**src/design/ssc_map.svh**
```systemverilog
// Constants of the shadow scan chain control: widths, timing, register map
`ifndef SSC_MAP_SVH
`define SSC_MAP_SVH
`define SSC_PORT_W 32
`define SSC_NIB_W 4
`define SSC_MAX_NIB 4'h8
`define SSC_BIT_CNT_W 6
`define SSC_MAP_W 16
`define SSC_UPIPE_W 64
`define SSC_CS_W 80
`define SSC_OPC_W 16
`define SSC_MAC_W 40
`define SSC_OPC_LSB 24
`define SSC_CLK_NS 8
`define SSC_CS_GAP_NS 65
`define SSC_CS_GAP_CYC ((`SSC_CS_GAP_NS + `SSC_CLK_NS - 1) / `SSC_CLK_NS)
`define SSC_GAP_CNT_W 4
`define SSC_ADDR_W 2
`define SSC_REG_CMD 2'h0
`define SSC_REG_WDATA 2'h1
`define SSC_REG_STATUS 2'h2
`define SSC_REG_RDATA 2'h3
`define SSC_CMD_LSB 0
`define SSC_NIB_LSB 4
`define SSC_ST_BUSY 0
`define SSC_ST_IRQ 1
`define SSC_ST_ERR 2
`define SSC_WORD_RST 32'h0000_0000
`endif

```
**src/design/ssc_pkg.sv**
```systemverilog
// Types shared by both ends of the shadow scan chain control
package ssc_pkg;
    typedef enum logic [2:0] {
        SSC_PORT_WR, SSC_PORT_RD, SSC_CAPTURE, SSC_PIPE_LOAD,
        SSC_MAC_LOAD, SSC_STORE_LOAD, SSC_SHIFT_CS, SSC_SHIFT_MAC
    } ssc_cmd_t;
    typedef enum logic [3:0] {
        ST_IDLE, ST_PWR, ST_PRE, ST_SHIFT, ST_MODE_ON, ST_WRITE, ST_MODE_OFF, ST_POST, ST_DONE
    } ssc_state_t;
endpackage

```
**src/design/ssc_link_if.sv**
```systemverilog
// Command link between the host end and the device end
`timescale 1ns/1ps
`default_nettype none
interface ssc_link_if;
    logic cmd_valid;
    ssc_pkg::ssc_cmd_t cmd;
    logic [3:0] nibbles;
    logic [31:0] wdata;
    logic done;
    logic [31:0] rdata;
    logic irq;
    modport dev (input cmd_valid, cmd, nibbles, wdata, output done, rdata, irq);
    modport host (output cmd_valid, cmd, nibbles, wdata, input done, rdata, irq);
endinterface
`default_nettype wire

```
**src/design/ssc_dev.sv**
```systemverilog
// Device end: diagnostic port, two shadow branches, store write and glue
//
// Added by the designer: the address map and the address-and-strobe port.
`timescale 1ns/1ps
`default_nettype none
`include "ssc_map.svh"
module ssc_dev (
    input wire logic clk_sys,
    input wire logic rst,
    input wire logic ce,
    ssc_link_if.dev lnk,
    input wire logic ucode_irq_set,
    input wire logic ucode_mem_en,
    input wire logic host_mem_en,
    input wire logic mem_sel_host,
    input wire logic pipe_upd,
    input wire logic [79:0] cs_pipe_in,
    input wire logic [39:0] mac_pipe_in,
    output logic sys_clk_run,
    output logic cs_shift_clk,
    output logic mac_shift_clk,
    output logic shadow_mode,
    output logic shadow_serial_in,
    output logic seq_hold,
    output logic addr_sel_port,
    output logic store_we,
    output logic [15:0] store_addr,
    output logic [63:0] store_data,
    output logic [15:0] map_addr,
    output logic [15:0] map_data,
    output logic mem_en,
    output logic [79:0] cs_pipe,
    output logic [39:0] mac_pipe
);
    import ssc_pkg::*;

    localparam logic [3:0] GAP_LAST = 4'(`SSC_CS_GAP_CYC - 1);

    ssc_state_t state_q;
    ssc_cmd_t cmd_q;
    logic [5:0] bits_q;
    logic [3:0] gap_q;
    logic [31:0] port_pipe_q, port_shd_q, rdata_q;
    logic [79:0] cs_shd_q, cs_pipe_q;
    logic [39:0] mac_shd_q, mac_pipe_q;
    logic cs_drive_q, sys_run_q, done_q, irq_q;
    logic cs_clk_q, mac_clk_q, mode_q, sin_q, hold_q, we_q, mem_en_q;
    logic accept, shift_now, cs_pulse, mac_pulse, mode, force_val, sel_cs, mux_out;
    logic cs_in, mac_in;

    // Clamp a nibble count to the port width
    function automatic logic [5:0] nib_bits(input logic [3:0] n);
        logic [3:0] c;
        c = (n > `SSC_MAX_NIB) ? `SSC_MAX_NIB : n;
        return {c, 2'b00};
    endfunction

    // Command decode and strobes of the current step
    assign accept = (state_q == ST_IDLE) && lnk.cmd_valid;
    assign shift_now = (state_q == ST_SHIFT) && (bits_q != 6'h00);
    assign sel_cs = (cmd_q != SSC_SHIFT_MAC);
    assign mode = (state_q == ST_MODE_ON) || (state_q == ST_MODE_OFF);
    assign force_val = (state_q == ST_MODE_ON);
    assign cs_pulse = (shift_now && sel_cs) || mode;
    assign mac_pulse = shift_now && !sel_cs;

    // Serial-in mux: forced constant under mode, else selected branch end
    assign mux_out = mode ? force_val : (sel_cs ? cs_shd_q[0] : mac_shd_q[0]);
    // Branch inputs: pass-through under mode, else port shadow end
    assign cs_in = mode ? mux_out : port_shd_q[0];
    assign mac_in = mode ? mux_out : port_shd_q[0];

    // ------------------------------------------------------------
    // Sequencer
    // ------------------------------------------------------------
    always_ff @(posedge clk_sys) begin
        if (rst) begin
            state_q <= ST_IDLE;
            cmd_q <= SSC_PORT_WR;
            bits_q <= 6'h00;
            gap_q <= 4'h0;
        end else if (ce) begin
            unique case (state_q)
                ST_IDLE: begin
                    if (lnk.cmd_valid) begin
                        cmd_q <= lnk.cmd;
                        bits_q <= nib_bits(lnk.nibbles);
                        gap_q <= 4'h0;
                        unique case (lnk.cmd)
                            SSC_PORT_WR: state_q <= ST_PWR;
                            SSC_SHIFT_MAC: state_q <= ST_SHIFT;
                            SSC_SHIFT_CS, SSC_STORE_LOAD: state_q <= ST_PRE;
                            default: state_q <= ST_DONE;
                        endcase
                    end
                end
                ST_PWR: state_q <= ST_DONE;
                ST_PRE: begin
                    gap_q <= gap_q + 4'h1;
                    if (gap_q == GAP_LAST) begin
                        gap_q <= 4'h0;
                        state_q <= (cmd_q == SSC_SHIFT_CS) ? ST_SHIFT : ST_MODE_ON;
                    end
                end
                ST_SHIFT: begin
                    if (bits_q == 6'h00) begin
                        state_q <= sel_cs ? ST_POST : ST_DONE;
                    end else begin
                        bits_q <= bits_q - 6'h01;
                    end
                end
                ST_MODE_ON: state_q <= ST_WRITE;
                ST_WRITE: state_q <= ST_MODE_OFF;
                ST_MODE_OFF: state_q <= ST_POST;
                ST_POST: begin
                    gap_q <= gap_q + 4'h1;
                    if (gap_q == GAP_LAST) begin
                        state_q <= ST_DONE;
                    end
                end
                ST_DONE: state_q <= ST_IDLE;
                default: state_q <= ST_IDLE;
            endcase
        end
    end

    // System clocks stop from acceptance of a store op until the gap ends
    always_ff @(posedge clk_sys) begin
        if (rst) begin
            sys_run_q <= 1'b1;
        end else if (ce) begin
            if (accept && (lnk.cmd == SSC_SHIFT_CS || lnk.cmd == SSC_STORE_LOAD)) begin
                sys_run_q <= 1'b0;
            end else if (state_q == ST_POST && gap_q == GAP_LAST) begin
                sys_run_q <= 1'b1;
            end
        end
    end

    // ------------------------------------------------------------
    // Diagnostic port register
    // ------------------------------------------------------------
    always_ff @(posedge clk_sys) begin
        if (rst) begin
            port_pipe_q <= `SSC_WORD_RST;
            port_shd_q <= `SSC_WORD_RST;
            rdata_q <= `SSC_WORD_RST;
        end else if (ce) begin
            if (accept && lnk.cmd == SSC_PORT_WR) begin
                port_pipe_q <= lnk.wdata;
            end
            if (state_q == ST_PWR || (accept && lnk.cmd == SSC_CAPTURE)) begin
                port_shd_q <= port_pipe_q;
            end else if (shift_now) begin
                port_shd_q <= {mux_out, port_shd_q[31:1]};
            end
            if (accept && lnk.cmd == SSC_PORT_RD) begin
                rdata_q <= port_shd_q;
            end
        end
    end

    // ------------------------------------------------------------
    // Store branch: map port then microcode pipeline
    // ------------------------------------------------------------
    always_ff @(posedge clk_sys) begin
        if (rst) begin
            cs_shd_q <= 80'h0;
            cs_pipe_q <= 80'h0;
            cs_drive_q <= 1'b0;
        end else if (ce) begin
            if (accept && lnk.cmd == SSC_CAPTURE) begin
                cs_shd_q <= cs_pipe_q;
            end else if (cs_pulse && !mode) begin
                cs_shd_q <= {cs_in, cs_shd_q[79:1]};
            end
            if (accept && lnk.cmd == SSC_PIPE_LOAD) begin
                cs_pipe_q <= cs_shd_q;
            end else if (pipe_upd && sys_run_q) begin
                cs_pipe_q <= cs_pipe_in;
            end
            if (cs_pulse && mode) begin
                cs_drive_q <= cs_in;
            end
        end
    end

    // ------------------------------------------------------------
    // Macro branch: opcode, status, interrupt base
    // ------------------------------------------------------------
    always_ff @(posedge clk_sys) begin
        if (rst) begin
            mac_shd_q <= 40'h0;
            mac_pipe_q <= 40'h0;
        end else if (ce) begin
            if (accept && lnk.cmd == SSC_CAPTURE) begin
                mac_shd_q <= mac_pipe_q;
            end else if (mac_pulse) begin
                mac_shd_q <= {mac_in, mac_shd_q[39:1]};
            end
            if (accept && lnk.cmd == SSC_MAC_LOAD) begin
                mac_pipe_q <= mac_shd_q;
            end else if (pipe_upd && sys_run_q) begin
                mac_pipe_q <= mac_pipe_in;
            end
        end
    end

    // ------------------------------------------------------------
    // Pin images and glue
    // ------------------------------------------------------------
    always_ff @(posedge clk_sys) begin
        if (rst) begin
            cs_clk_q <= 1'b0;
            mac_clk_q <= 1'b0;
            mode_q <= 1'b0;
            sin_q <= 1'b0;
            hold_q <= 1'b0;
            we_q <= 1'b0;
            done_q <= 1'b0;
        end else if (ce) begin
            cs_clk_q <= cs_pulse;
            mac_clk_q <= mac_pulse;
            mode_q <= mode;
            sin_q <= mux_out;
            hold_q <= (state_q == ST_WRITE);
            we_q <= (state_q == ST_WRITE) && cs_drive_q;
            done_q <= (state_q == ST_DONE);
        end
    end

    // Host interrupt latch: set wins over the clearing port operation
    always_ff @(posedge clk_sys) begin
        if (rst) begin
            irq_q <= 1'b0;
        end else if (ce) begin
            if (ucode_irq_set) begin
                irq_q <= 1'b1;
            end else if (accept) begin
                irq_q <= 1'b0;
            end
        end
    end

    // Memory enable source select
    always_ff @(posedge clk_sys) begin
        if (rst) begin
            mem_en_q <= 1'b0;
        end else if (ce) begin
            mem_en_q <= mem_sel_host ? host_mem_en : ucode_mem_en;
        end
    end

    assign sys_clk_run = sys_run_q;
    assign cs_shift_clk = cs_clk_q;
    assign mac_shift_clk = mac_clk_q;
    assign shadow_mode = mode_q;
    assign shadow_serial_in = sin_q;
    assign seq_hold = hold_q;
    assign addr_sel_port = hold_q;
    assign store_we = we_q;
    assign store_addr = cs_pipe_q[79:64];
    assign store_data = cs_shd_q[63:0];
    assign map_addr = mac_pipe_q[39:24];
    assign map_data = cs_shd_q[79:64];
    assign mem_en = mem_en_q;
    assign cs_pipe = cs_pipe_q;
    assign mac_pipe = mac_pipe_q;
    assign lnk.done = done_q;
    assign lnk.rdata = rdata_q;
    assign lnk.irq = irq_q;
endmodule // ssc_dev
`default_nettype wire

```
**src/flat_wrapper.sv**
```systemverilog
// flat-port wrapper written by rule: the top's interface ports become plain ports
module ssc_dev_flat import ssc_pkg::*;
  (clk_sys, rst, ce, ucode_irq_set, ucode_mem_en, host_mem_en, mem_sel_host, pipe_upd, cs_pipe_in, mac_pipe_in, sys_clk_run, cs_shift_clk, mac_shift_clk, shadow_mode, shadow_serial_in, seq_hold, addr_sel_port, store_we, store_addr, store_data, map_addr, map_data, mem_en, cs_pipe, mac_pipe, lnk_cmd_valid, lnk_cmd, lnk_nibbles, lnk_wdata, lnk_done, lnk_rdata, lnk_irq);
  ssc_link_if lnk_i ();
  input wire logic clk_sys;
  input wire logic rst;
  input wire logic ce;
  input wire logic ucode_irq_set;
  input wire logic ucode_mem_en;
  input wire logic host_mem_en;
  input wire logic mem_sel_host;
  input wire logic pipe_upd;
  input wire logic [79:0] cs_pipe_in;
  input wire logic [39:0] mac_pipe_in;
  output logic sys_clk_run;
  output logic cs_shift_clk;
  output logic mac_shift_clk;
  output logic shadow_mode;
  output logic shadow_serial_in;
  output logic seq_hold;
  output logic addr_sel_port;
  output logic store_we;
  output logic [15:0] store_addr;
  output logic [63:0] store_data;
  output logic [15:0] map_addr;
  output logic [15:0] map_data;
  output logic mem_en;
  output logic [79:0] cs_pipe;
  output logic [39:0] mac_pipe;
  input wire logic [$bits(lnk_i.cmd_valid)-1:0] lnk_cmd_valid;
  input wire logic [$bits(lnk_i.cmd)-1:0] lnk_cmd;
  input wire logic [$bits(lnk_i.nibbles)-1:0] lnk_nibbles;
  input wire logic [$bits(lnk_i.wdata)-1:0] lnk_wdata;
  output wire logic [$bits(lnk_i.done)-1:0] lnk_done;
  output wire logic [$bits(lnk_i.rdata)-1:0] lnk_rdata;
  output wire logic [$bits(lnk_i.irq)-1:0] lnk_irq;
  assign lnk_i.cmd_valid = lnk_cmd_valid;
  assign lnk_i.cmd = lnk_cmd;
  assign lnk_i.nibbles = lnk_nibbles;
  assign lnk_i.wdata = lnk_wdata;
  assign lnk_done = lnk_i.done;
  assign lnk_rdata = lnk_i.rdata;
  assign lnk_irq = lnk_i.irq;
  ssc_dev u_core (.clk_sys(clk_sys), .rst(rst), .ce(ce), .lnk(lnk_i), .ucode_irq_set(ucode_irq_set), .ucode_mem_en(ucode_mem_en), .host_mem_en(host_mem_en), .mem_sel_host(mem_sel_host), .pipe_upd(pipe_upd), .cs_pipe_in(cs_pipe_in), .mac_pipe_in(mac_pipe_in), .sys_clk_run(sys_clk_run), .cs_shift_clk(cs_shift_clk), .mac_shift_clk(mac_shift_clk), .shadow_mode(shadow_mode), .shadow_serial_in(shadow_serial_in), .seq_hold(seq_hold), .addr_sel_port(addr_sel_port), .store_we(store_we), .store_addr(store_addr), .store_data(store_data), .map_addr(map_addr), .map_data(map_data), .mem_en(mem_en), .cs_pipe(cs_pipe), .mac_pipe(mac_pipe));
endmodule
```
**config.mk**
```make
export PLATFORM = sky130hd
export DESIGN_NAME = ssc_dev_flat
export DESIGN_NICKNAME = d
export VERILOG_FILES = /design/src/design/ssc_pkg.sv /design/src/design/ssc_link_if.sv /design/src/design/ssc_dev.sv /design/src/flat_wrapper.sv
export VERILOG_INCLUDE_DIRS = /design/src /design/src/design
export SDC_FILE = /design/constraint.sdc
export NUM_CORES = 1
export LEC_CHECK = 0
export BUFFER_PORTS_ARGS = -buffer_cell sky130_fd_sc_hd__buf_4
export CAP_MARGIN = 40
export CORE_MARGIN = 2
export CORE_UTILIZATION = 57
export DETAILED_ROUTE_END_ITERATION = 8
export GPL_TIMING_DRIVEN = 0
export PLACE_DENSITY = 0.91
export SETUP_SLACK_MARGIN = 0.02
export SYNTH_ARGS = -nofsm -noshare
export SYNTH_HDL_FRONTEND = slang
export SYNTH_SLANG_ARGS = --single-unit
```
**constraint.sdc**
```tcl
create_clock -name clk_sys -period 6.2 [get_ports clk_sys]
set_input_delay 0.31 -clock clk_sys [delete_from_list [all_inputs] [get_ports clk_sys]]
set_output_delay 0.31 -clock clk_sys [all_outputs]
set_load 0.02 [all_outputs]
```
-- Word-level counts from Yosys, hierarchy flattened
Cells that the tools add are included.
- register bits: 364
- output and inout port bits: 275
- bits of input ports: 168
- word-level logic and storage cells: 130
- magnitude comparators: 1
- reduce and logical (&&, ||, !) cells: 49
- multiplexer cells: 33
- $add $sub $neg: 2
- equality and inequality tests: 23
- operators with widths (operator ; count):
    two-way mux 80 bit ; 4
    two-way mux 40 bit ; 4
    two-way mux 32 bit ; 2
    two-way mux 4 bit ; 8
    one-hot mux 4 bit (8 select lines) ; 1
    one-hot mux 4 bit (3 select lines) ; 2
    AND reduction 2 bit ; 10
    == test 4 x 3 -> 1 bit, second input constant ; 4
    nonzero test 2 bit ; 8
    == test 3 bit, second input constant ; 5
    logical AND 1 bit ; 15
    two-way mux 6 bit ; 2
    one-hot mux 6 bit (2 select lines) ; 1
    == test 4 x 2 -> 1 bit, second input constant ; 2
    == test 4 bit, second input constant ; 2
    two-way mux 1 bit ; 8
    == test 3 x 2 -> 1 bit, second input constant ; 2
    zero test 6 bit ; 1
    inequality test 2 bit, second input constant ; 3
    AND reduction 3 bit ; 2
    nonzero test 6 bit ; 1
    subtractor 6 x 1 -> 6 bit, second input constant ; 1
    AND reduction 5 bit ; 1
    adder 4 x 1 -> 4 bit, second input constant ; 1
    other kinds (13) ; 18

-- Longest topological paths before layout
Gate-level depths: netlist (run 1).
- depth after elaboration: 7
- gate-level depth with buffers: 8
- depth with buffers taken out: 6

-- Least setup slack after synthesis (run 1)
OpenSTA, ideal clock, no wires.
- path type: register -> register
- from: register u_core.state_q[3]
- to: register u_core.cs_pipe_q[0] (netlist: u_core.cs_pipe[0])
- arrival: 1.886 ns
- slack: 4.189 ns
- cell stages (with the launch flop): 8
- cells stage by stage: dfxtp_1 or4_1 clkbuf_1 or3_1 buf_4 buf_6 mux2i_1 o2bb2ai_1
- cells in the longest elaborated chain, start to end: 5
- elaborated cells on any way between the ends: 6
- those cells by class: 1 x mux; 5 x reduce/logical
- RTL lines (item ; RTL line ; RTL):
    start, declared ; ssc_dev.sv:39 ; ssc_state_t state_q;
    start signal, assigned ; ssc_dev.sv:102 ; state_q <= (cmd_q == SSC_SHIFT_CS) ? ST_SHIFT : ST_MODE_ON;
    start signal, assigned ; ssc_dev.sv:107 ; state_q <= sel_cs ? ST_POST : ST_DONE;
    zero test 4 bit * ; ssc_dev.sv:59 ; assign accept = (state_q == ST_IDLE) && lnk.cmd_valid;
    logical AND 1 bit * ; ssc_dev.sv:59 ;
    logical AND 1 bit * ; ssc_dev.sv:177 ; if (accept && lnk.cmd == SSC_PIPE_LOAD) begin
    nonzero test 2 bit (no line) ; - ;
    AND reduction 2 bit (no line) ; - ;
    end signal, assigned ; ssc_dev.sv:178 ; cs_pipe_q <= cs_shd_q;
    end signal, assigned ; ssc_dev.sv:180 ; cs_pipe_q <= cs_pipe_in;
    end, declared ; ssc_dev.sv:44 ; logic [79:0] cs_shd_q, cs_pipe_q;
Every way passes the cells marked *; elsewhere a longest branch is shown, timed or not.
A chain may end at the register's enable or synchronous reset.

-- Worst setup path in the final report (run 1)
- from: register u_core.state_q[0]
- to: register u_core.cs_shd_q[45]
- cells in the longest elaborated chain, start to end: 7
- elaborated cells on any way between the ends: 15
- those cells by class: 3 x eq/ne; 1 x mux; 11 x reduce/logical
- RTL lines (item ; RTL line ; RTL):
    == test 4 x 2 -> 1 bit ; ssc_dev.sv:60 ; assign shift_now = (state_q == ST_SHIFT) && (bits_q != 6'h00);
    logical AND 1 bit ; ssc_dev.sv:60 ;
    logical AND 1 bit ; ssc_dev.sv:64 ; assign cs_pulse = (shift_now && sel_cs) || mode;
    logical OR 1 bit ; ssc_dev.sv:64 ;
    logical AND 1 bit ; ssc_dev.sv:174 ; end else if (cs_pulse && !mode) begin
    nonzero test 2 bit (no line) ; - ;
    AND reduction 2 bit (no line) ; - ;
    end signal, assigned ; ssc_dev.sv:173 ; cs_shd_q <= cs_pipe_q;
    end signal, assigned ; ssc_dev.sv:175 ; cs_shd_q <= {cs_in, cs_shd_q[79:1]};
    end, declared ; ssc_dev.sv:44 ;
Parallel ways exist; a longest one is shown, timed or not.

==> results of run 1 <==
## critical path, cell delays in order, from the launching register on
cell                       delay (ps)
sky130_fd_sc_hd__dfxtp_1          340
sky130_fd_sc_hd__buf_2            200
sky130_fd_sc_hd__nor4_4           580
sky130_fd_sc_hd__and3_1           250
sky130_fd_sc_hd__clkbuf_1         180
sky130_fd_sc_hd__or2_1            120
sky130_fd_sc_hd__clkbuf_1         470
sky130_fd_sc_hd__buf_2            350
sky130_fd_sc_hd__a211oi_1         140
## layout make-up
class	count	area [µm²]	share of cell area, %
Clock buffer	51	1061	4.840
Timing Repair Buffer	445	3359	15.33
Multi-Input combinational cell	1202	8399	38.32
Sequential cell	364	7287	33.24
Clock inverter	12	142.6	0.6507
Inverter	12	45.04	0.2055
Tap cell	384	480.5	2.192
Buffer	223	1146	5.228
## synthesized netlist by cell type, types with 14 or more instances
cell type                   instances  area share (%)
sky130_fd_sc_hd__and3_1           123             4.6
sky130_fd_sc_hd__buf_4             35             1.6
sky130_fd_sc_hd__o2bb2ai_1        150             7.8
sky130_fd_sc_hd__nor2_1            14            0.31
sky130_fd_sc_hd__buf_2             40             1.2
sky130_fd_sc_hd__a311oi_1          41             2.1
sky130_fd_sc_hd__a21oi_1           86             2.6
sky130_fd_sc_hd__a211oi_1         125             5.6
sky130_fd_sc_hd__buf_6             17             1.1
sky130_fd_sc_hd__nand2_1          232             5.2
sky130_fd_sc_hd__clkbuf_1         128             2.8
sky130_fd_sc_hd__mux2i_1          236              14
sky130_fd_sc_hd__nor3_1            85             2.5
sky130_fd_sc_hd__dfxtp_1          364              43
## kinds of logic (layout without fill, tap and decap cells)
logic type | count (synthesis) | in the layout
AOI/OAI and AO/OA | 450 | 450
adders and majority gates | 4 | 4
DFF | 364 | 364
and+or+nand+nor | 507 | 507
buffers and inverters | 235 | 743
muxes | 238 | 238
xor gates and xnor gates | 3 | 3
## per-stage QoR
step / util, % / cells / power, mW
after floorplan: - / 1801 / 2.964
after CTS: 75.76 / 2693 / 5.508
final: 75.76 / 2693 / 5.526
after global placement: 71.40 / 2625 / 3.277
after detailed placement: 71.60 / 2630 / 3.301
after global routing: 75.76 / 2693 / 5.672
## routing by layer
layer / track usage (%) / part of all wire, % / wire length [µm] / vias to the layer above
met2: 62.47 / 48 / 28470 / 957
met1: 43.96 / 37 / 22110 / 7964
met5: 0 / 0 / 0 / -
li1: - / - / - / 7634
met4: 17.60 / 5.5 / 3256 / 0
met3: 7.860 / 9.1 / 5403 / 206
## registers in the layout, indices dropped and copies added (netlist names), 3 cells and up
register / cells
u_core.state_q: 4
u_core.cs_shd_q: 80
u_core.gap_q: 4
u_core.mac_shd_q: 40
u_core.port_pipe_q: 32
u_core.port_shd_q: 32
u_core.cs_pipe: 80
u_core.mac_pipe: 40
u_core.lnk.rdata: 32
u_core.cmd_q: 3
u_core.bits_q: 6
## where the power goes
group	switching [mW]	total, mW	internal [mW]	leakage [nW]
Combinational	0.439	0.777	0.338	6.12
Clock	0.929	2.25	1.32	0.597
Sequential	0.0840	2.50	2.41	2.95
## final timing paths
path / endpoint / from / cells after the start
setup / recovery: u_core.cs_shd_q[45] / u_core.state_q[0] / 8
hold / removal: u_core.port_pipe_q[31] / lnk_wdata[31] / 3
setup reg to reg: u_core.cs_shd_q[45] / u_core.state_q[0] / 8
hold reg to reg: u_core.port_pipe_q[16] / u_core.port_pipe_q[16] / 2
==> implementation parameters, run 1 <==
Parameter                              Value

Synth
  Post-synthesis instance area    16880 µm²
  Number of warnings issued by yosys    0
  Adder-cell share of the synthesized area    0.2965%
  Compound-Gate Fraction of Synth Area    20.25%
  Synthesized Nets    1973
  Top flip-flop cell by instance count after synthesis    sky130_fd_sc_hd__dfxtp_1
  Area fraction in and, or, nand and nor cells after synthesis    14.94%
  Number of flops mapped to enable cells by yosys    0
  FF+latch count, synth    364
  Async set-or-reset flop fraction in the synthesized netlist    0%
  Portion of the post-synthesis area used by sequential elements    43.18%
  Average cell area after synthesis    9.371 µm²
  Parity-gate share of the synthesized area counting xor and xnor cells    0.1557%
  Post-synthesis mux area share    14.13%
  Combinational family with the most area after synthesis    compound AO/OA/AOI/OAI gates
  Number of distinct library cells after synthesis    65
  Post-Syn Instances    1801

Clocking
  Number of buffers on the longest clock path    3
  Clock insertion delay at the later pin of the skew report    520 ps
  Number of instances resized during post-cts repair    0
  CTS tree    done
  CTS H-tree depth    2
  Total clock buffers created by CTS    38
  Number of sinks handled by clock tree synthesis    364
  Number of setup buffers added after CTS    0
  Number of buffers inserted for hold repair after clock tree synthesis    0
  CTS Root Cell    sky130_fd_sc_hd__clkbuf_16
  Clock edge transition at the registers on the reported setup and hold paths    60 ps

Global routing
  Maximum number of pins on one net before global-route repair    15
  Wire length of the first global-routing pass    91.10 mm
  All-layer global routing usage    36.63%
  Number of antenna violations at the first check in global routing    0
  Number of global-route vias before repair    16.30k
  Overall overflow remaining after global route    0

Placement
  Post-Place Setup Slack    3509 ps
  # port buffers    440
  Area after DPL    20720 µm²
  Detailed placer's ending HPWL    43.32 mm
  Routability-driven placement congestion ratio    0.9358

Timing
  Final clock period utilization by the worst path    44.80%
  Max-slew violation total from the final report    0
  Tightest Pin Transition    953.2 ps
  Maximum operating frequency    360.0 MHz
  Worst hold slack    39.67 ps
  Setup slack after layout    3422 ps
  Count of endpoints failing setup in the final report    0
  Max Clock Skew    10.65 ps
  Setup TNS Final    0 ps
  Number of endpoints with negative hold slack in the final report    0
  Setup repair after global routing missed its margin    false
  Slew HR    35.58%
  Crit path time final    2778 ps

Cells and area
  Final Cell Area    21920 µm²
  Fraction of layout instances using a drive strength above 1    26.33%
  Most frequent standard cell in the layout excluding fill and tap cells    sky130_fd_sc_hd__buf_4
  Fillers    1935
  Net count reported at finish    2458
  Most used cells in the layout excluding fill and tap cells    476 x sky130_fd_sc_hd__buf_4, 364 x sky130_fd_sc_hd__dfxtp_1, 236 x sky130_fd_sc_hd__mux2i_1, 232 x sky130_fd_sc_hd__nand2_1, 150 x sky130_fd_sc_hd__o2bb2ai_1
  Inserted Diodes    0
  Growth of design area from synthesis to finish    29.88%

Setup path
  Type of the setup path with the least slack    flop to flop
  Startpoint type of the worst setup path    flop
  Critical path endpoint category    flop
  Required @ worst endpoint    6570 ps
  Endpoint arrival time on the critical path    3150 ps
  Critical path fanouts, max    10
  R2R Setup Slk    3420 ps

Detailed routing
  Via count    16.76k
  Iteration count of the initial detailed-routing pass    6
  Number of DRC violations after detailed-routing iteration 0    1635
  Routed vias/inst    6.224
  Total Wirelength    59.24 mm
  Remaining DRCs    0
  Routed wirelength normalized by instance count    22.00 µm
  Final ANT Viol Nets    0

Worst hold path
  Class of the tightest hold or removal check    primary input to flop

Run status
  Outcome    finished clean

Floorplanning
  Horizontal die dimension    176.1 µm
  Num ports    443
  Starting Density    58.33%
  Die Outline Area    31000 µm²
  Number of core rows    62
  Area inside the core boundary    28940 µm²
  Y dimension of the die    176.1 µm

Power and ir drop
  Static Leakage    9.673 nW
  Pwr Density    252.1 nW/µm²
  Worst-case vdd ir drop    0.0001971 V

Job
  Maxcap violations    0
Note: power is estimated with default switching activity, not from simulation.
==> inputs of run 2 (changes only) <==
- CORE_UTILIZATION: 57 -> 53
- PLACE_DENSITY: 0.91 -> 0.86
- clock period: 6.2 -> 2.7 ns (I/O delays scaled with it)
==> implementation parameters, run 2 (synthesized netlist as in run 1, its figures left out) <==
Parameter                              Value

Cells and area
  Net count reported at finish    2494
  Fin util    71.11%
  Fraction of layout instances using a drive strength above 1    26.06%
  Growth of design area from synthesis to finish    32.61%
  Most used cells in the layout excluding fill and tap cells    478 x sky130_fd_sc_hd__buf_4, 364 x sky130_fd_sc_hd__dfxtp_1, 236 x sky130_fd_sc_hd__mux2i_1, 232 x sky130_fd_sc_hd__nand2_1, 150 x sky130_fd_sc_hd__o2bb2ai_1
  Most frequent standard cell in the layout excluding fill and tap cells    sky130_fd_sc_hd__buf_4
  Fillers    2282
  Count of placed standard cells in the final layout, fillers left out    2751

Floorplanning
  Y dimension of the die    182.5 µm
  Die Outline Area    33290 µm²
  Horizontal die dimension    182.5 µm
  Starting Density    53.62%
  Area inside the core boundary    31470 µm²
  Number of core rows    65
  Num ports    443

Timing
  Number of endpoints with negative hold slack in the final report    0
  Crit path time final    2605 ps
  Slew HR    37.60%
  Count of endpoints failing setup in the final report    0
  Max Clock Skew    18.88 ps
  Tightest Pin Transition    933.9 ps
  Final clock period utilization by the worst path    96.47%
  Max-slew violation total from the final report    0
  Maximum operating frequency    383.9 MHz

Detailed routing
  Final ANT Viol Nets    0
  Remaining DRCs    0
  Total Wirelength    59.76 mm
  Routed vias/inst    6.088
  Routed wirelength normalized by instance count    21.72 µm
  Number of DRC violations after detailed-routing iteration 0    1480
  Via count    16.75k
  Iteration count of the initial detailed-routing pass    7

Power and ir drop
  Part of the total power dissipated in the clock network    41.4%
  Pwr Density    576.5 nW/µm²
  Switching part of the total power    26.12%
  Total power consumption of the routed design    12.90 mW
  Static Leakage    9.860 nW
  Internal power of the cells    9.533 mW
  Share of power burned in combinational logic    14.1%
  Switching component of the power    3.371 mW
  Share of total power in sequential cells    44.4%
  Worst-case vdd ir drop    0.0004196 V

Clocking
  Clock insertion delay at the later pin of the skew report    530 ps
  CTS Root Cell    sky130_fd_sc_hd__clkbuf_16
  CTS tree    done
  Clock edge transition at the registers on the reported setup and hold paths    60 ps
  Number of buffers on the longest clock path    3
  CTS H-tree depth    2
  Total clock buffers created by CTS    38
  Number of sinks handled by clock tree synthesis    364

Setup path
  Critical path endpoint category    flop
  Longest individual stage delay on the worst path    510 ps
  Required @ worst endpoint    3060 ps
  Cell at the slowest stage of the critical path    sky130_fd_sc_hd__nor4_4
  Startpoint type of the worst setup path    flop
  Cell-by-cell listing of the critical path    buf_2 > nor4_4 > and3_1 > clkbuf_1 > or2_1 > buf_2 > a211oi_1
  Most prevalent standard cell on the critical path    sky130_fd_sc_hd__buf_2
  Type of the setup path with the least slack    flop to flop
  Critical path fanouts, max    10
  Endpoint arrival time on the critical path    2960 ps

Placement
  Routability-driven placement congestion ratio    0.9517
  Placed insts    2647
  # port buffers    440
  Detailed placer's ending HPWL    42.84 mm

Worst hold path
  Class of the tightest hold or removal check    primary input to flop

Global routing
  Maximum number of pins on one net before global-route repair    15
  Number of global-route vias before repair    16.26k
  Number of antenna violations at the first check in global routing    1
  Wire length of the first global-routing pass    90.59 mm
  Overall overflow remaining after global route    0
  All-layer global routing usage    34.21%

Run status
  Outcome    finished clean

Job
  Maxcap violations    0
-- run 2: power groups by stage --
stage	sequential [mW]	clock, mW	combinational, mW
final	5.73	5.35	1.82
after global routing	5.74	5.59	1.93
after CTS	5.72	5.36	1.79
after detailed placement	5.84	0	1.74
after global placement	5.83	0	1.70
after floorplan	5.94	0	0.870
-- run 2: worst max-delay path, delay by kind of cell, from the launching register on --
kind | cells | cell delay (ps)
buf+inv | 3 | 790
flops | 1 | 310
simple gates | 3 | 1220
compound gates | 1 | 120
-- run 2: final cells by class --
class | count | area (µm²) | share of cell area [%]
Multi-Input combinational cell | 1202 | 8416 | 37.60
Sequential cell | 364 | 7287 | 32.56
Timing Repair Buffer | 482 | 3719 | 16.61
Inverter | 12 | 45.04 | 0.2013
Antenna cell | 1 | 2.502 | 0.01118
Clock inverter | 12 | 142.6 | 0.6373
Tap cell | 402 | 503.0 | 2.247
Buffer | 222 | 1145 | 5.115
Clock buffer | 54 | 1122 | 5.015
-- run 2: worst paths after layout --
kind | start | endpoint | slack, ps | depth (start not counted)
min reg2reg | u_core.lnk.rdata[25] | u_core.lnk.rdata[25] | 450 | 2
min | mac_pipe_in[23] | u_core.mac_pipe[23] | 30 | 4
max | u_core.state_q[2] | u_core.cs_shd_q[3] | 100 | 7
max reg2reg | u_core.state_q[2] | u_core.cs_shd_q[3] | 100 | 7
-- run 2: timing repair --
action	CTS	global route
pin swaps	1	1
hold endpoints to repair	37	0
hold buffers	37	0
resized for setup	0	4
cloned	0	0
buffers inserted	1	0
endpoints found under the setup margin	80	76
-- run 2: layer usage --
layer | global-route usage [%] | part of all wire [%] | up-vias
met2 | 58.69 | 48 | 811
li1 | - | - | 7693
met3 | 6.346 | 8.5 | 184
met1 | 40.68 | 38 | 8059
met4 | 18.39 | 5.3 | 0
met5 | 0 | 0 | -
-- run 2: stage by stage --
step / setup slack, ps / hold slack [ps] / cell area [µm²] / TNS [ps]
2_1_floorplan: 688.8 / 271.0 / 16880 / 0
3_3_place_gp: -180.3 / 384.1 / 20680 / -13630
3_5_place_dp: -312.3 / 392.5 / 20720 / -21460
4_1_cts: 75.63 / 2.465 / 22360 / 0
5_1_grt: -1.736 / 41.24 / 22380 / -1.736
6_report: 95.25 / 30.32 / 22380 / 0
==> inputs of run 3 (changes only) <==
- MAX_ROUTING_LAYER: unset -> met4
==> implementation parameters, run 3 (synthesized netlist as in run 1, its figures left out) <==
Parameter                              Value

Floorplanning
  Area inside the core boundary    31470 µm²
  Num ports    443
  Y dimension of the die    182.5 µm
  Number of core rows    65
  Die Outline Area    33290 µm²
  Starting Density    53.62%
  Horizontal die dimension    182.5 µm

Timing
  Slew HR    38.88%
  Final clock period utilization by the worst path    96.57%
  Tightest Pin Transition    916.7 ps
  Max Clock Skew    15.12 ps
  Setup repair after global routing missed its margin    true
  Maximum operating frequency    383.5 MHz
  Count of endpoints failing setup in the final report    0
  Crit path time final    2607 ps
  Number of endpoints with negative hold slack in the final report    0
  Max-slew violation total from the final report    0

Power and ir drop
  Share of power burned in combinational logic    14.4%
  Switching part of the total power    26.56%
  Worst-case vdd ir drop    0.0005060 V
  Internal power of the cells    9.333 mW
  Total power consumption of the routed design    12.71 mW
  Pwr Density    569.5 nW/µm²
  Part of the total power dissipated in the clock network    40.5%
  Static Leakage    9.819 nW
  Share of total power in sequential cells    45.1%
  Switching component of the power    3.376 mW

Detailed routing
  Number of DRC violations after detailed-routing iteration 0    1369
  Via count    16.86k
  Total Wirelength    59.86 mm
  Routed vias/inst    6.139
  Iteration count of the initial detailed-routing pass    5
  Routed wirelength normalized by instance count    21.79 µm
  Remaining DRCs    0
  Final ANT Viol Nets    0

Setup path
  Startpoint type of the worst setup path    flop
  Endpoint arrival time on the critical path    3030 ps
  Critical path fanouts, max    10
  Beginning of the critical path    u_core.state_q[1]
  Required @ worst endpoint    3120 ps
  Critical path endpoint category    flop
  Type of the setup path with the least slack    flop to flop
  Reg-to-reg critical path startpoint    u_core.state_q[1]

Placement
  Area after DPL    20720 µm²
  Detailed placer's ending HPWL    43.45 mm
  Routability-driven placement congestion ratio    0.9659
  Placed insts    2646
  # port buffers    440

Clocking
  Clock insertion delay at the later pin of the skew report    530 ps
  Number of sinks handled by clock tree synthesis    364
  Total clock buffers created by CTS    38
  CTS H-tree depth    2
  Number of buffers on the longest clock path    3
  CTS Root Cell    sky130_fd_sc_hd__clkbuf_16
  CTS tree    done
  Clock edge transition at the registers on the reported setup and hold paths    60 ps

Cells and area
  Net count reported at finish    2494
  Final Cell Area    22320 µm²
  Growth of design area from synthesis to finish    32.23%
  Count of placed standard cells in the final layout, fillers left out    2747
  Fraction of layout instances using a drive strength above 1    26.02%
  Most used cells in the layout excluding fill and tap cells    478 x sky130_fd_sc_hd__buf_4, 364 x sky130_fd_sc_hd__dfxtp_1, 236 x sky130_fd_sc_hd__mux2i_1, 232 x sky130_fd_sc_hd__nand2_1, 150 x sky130_fd_sc_hd__o2bb2ai_1
  Most frequent standard cell in the layout excluding fill and tap cells    sky130_fd_sc_hd__buf_4
  Fillers    2327

Global routing
  Number of antenna violations at the first check in global routing    1
  Overall overflow remaining after global route    0
  Wire length of the first global-routing pass    90.87 mm
  Number of global-route vias before repair    16.25k
  Maximum number of pins on one net before global-route repair    15
  All-layer global routing usage    35.28%

Run status
  Outcome    finished clean

Worst hold path
  Class of the tightest hold or removal check    primary input to flop
  Start point of the worst min-delay path    mac_pipe_in[24]

Job
  Maxcap violations    0
[run 3: through the flow]
stage,setup WS (ps),hold slack [ps],util (%),setup TNS (ps)
after global placement,-183.1,384.0,65.72,-13550
after floorplan,688.8,271.0,-,0
after global routing,7.532,41.84,70.90,0
after detailed placement,-193.5,392.6,65.84,-13430
after CTS,57.15,9.017,70.84,0
final,92.53,30.08,70.90,0
[run 3: critical path: stages (launching register included)]
cell,delay [ps]
sky130_fd_sc_hd__dfxtp_1,340
sky130_fd_sc_hd__buf_2,200
sky130_fd_sc_hd__nor4_4,440
sky130_fd_sc_hd__and3_1,230
sky130_fd_sc_hd__clkbuf_1,220
sky130_fd_sc_hd__clkbuf_4,330
sky130_fd_sc_hd__buf_2,290
sky130_fd_sc_hd__a211oi_1,110
sky130_fd_sc_hd__a311oi_1,340
[run 3: final cells by class]
class | instances | area, µm² | share of cell area [%]
sequential | 364 | 7287 | 32.65
buffer | 222 | 1146 | 5.136
antenna | 1 | 2.502 | 0.01121
inverter | 12 | 45.04 | 0.2018
clock buffer | 53 | 1121 | 5.024
clock inverter | 9 | 75.07 | 0.3364
tap | 402 | 503.0 | 2.254
timing repair buffer | 482 | 3726 | 16.70
multi-input combinational | 1202 | 8411 | 37.69
[run 3: final timing paths]
path / end / slack, ps / cells after the start
hold reg to reg: u_core.lnk.rdata[26] / 450 / 2
hold / removal: u_core.mac_pipe[24] / 30 / 4
setup reg to reg: u_core.mac_shd_q[29] / 90 / 8
setup / recovery: u_core.mac_shd_q[29] / 90 / 8
[run 3: routing by layer]
| layer | wire (µm) | track usage (%) | up-vias |
|---|---|---|---|
| li1 | - | - | 7698 |
| met4 | 3374 | 18.84 | 0 |
| met5 | 0 | - | - |
| met2 | 28570 | 58.14 | 898 |
| met3 | 4900 | 6.805 | 194 |
| met1 | 23010 | 40.82 | 8073 |
[run 3: power by group through the flow]
stage | combinational (mW) | clock (mW) | sequential (mW)
6_report | 1.83 | 5.15 | 5.73
5_1_grt | 1.94 | 5.36 | 5.74
2_1_floorplan | 0.870 | 0 | 5.94
3_3_place_gp | 1.70 | 0 | 5.83
4_1_cts | 1.80 | 5.16 | 5.72
3_5_place_dp | 1.74 | 0 | 5.84
[run 3: what timing repair did]
action                     CTS  global route
setup endpoints to repair   80           160
pin swaps                    1             1
hold endpoints to repair    37             0
hold buffers                37             0
resized for setup            0             5
buffers inserted             1             1
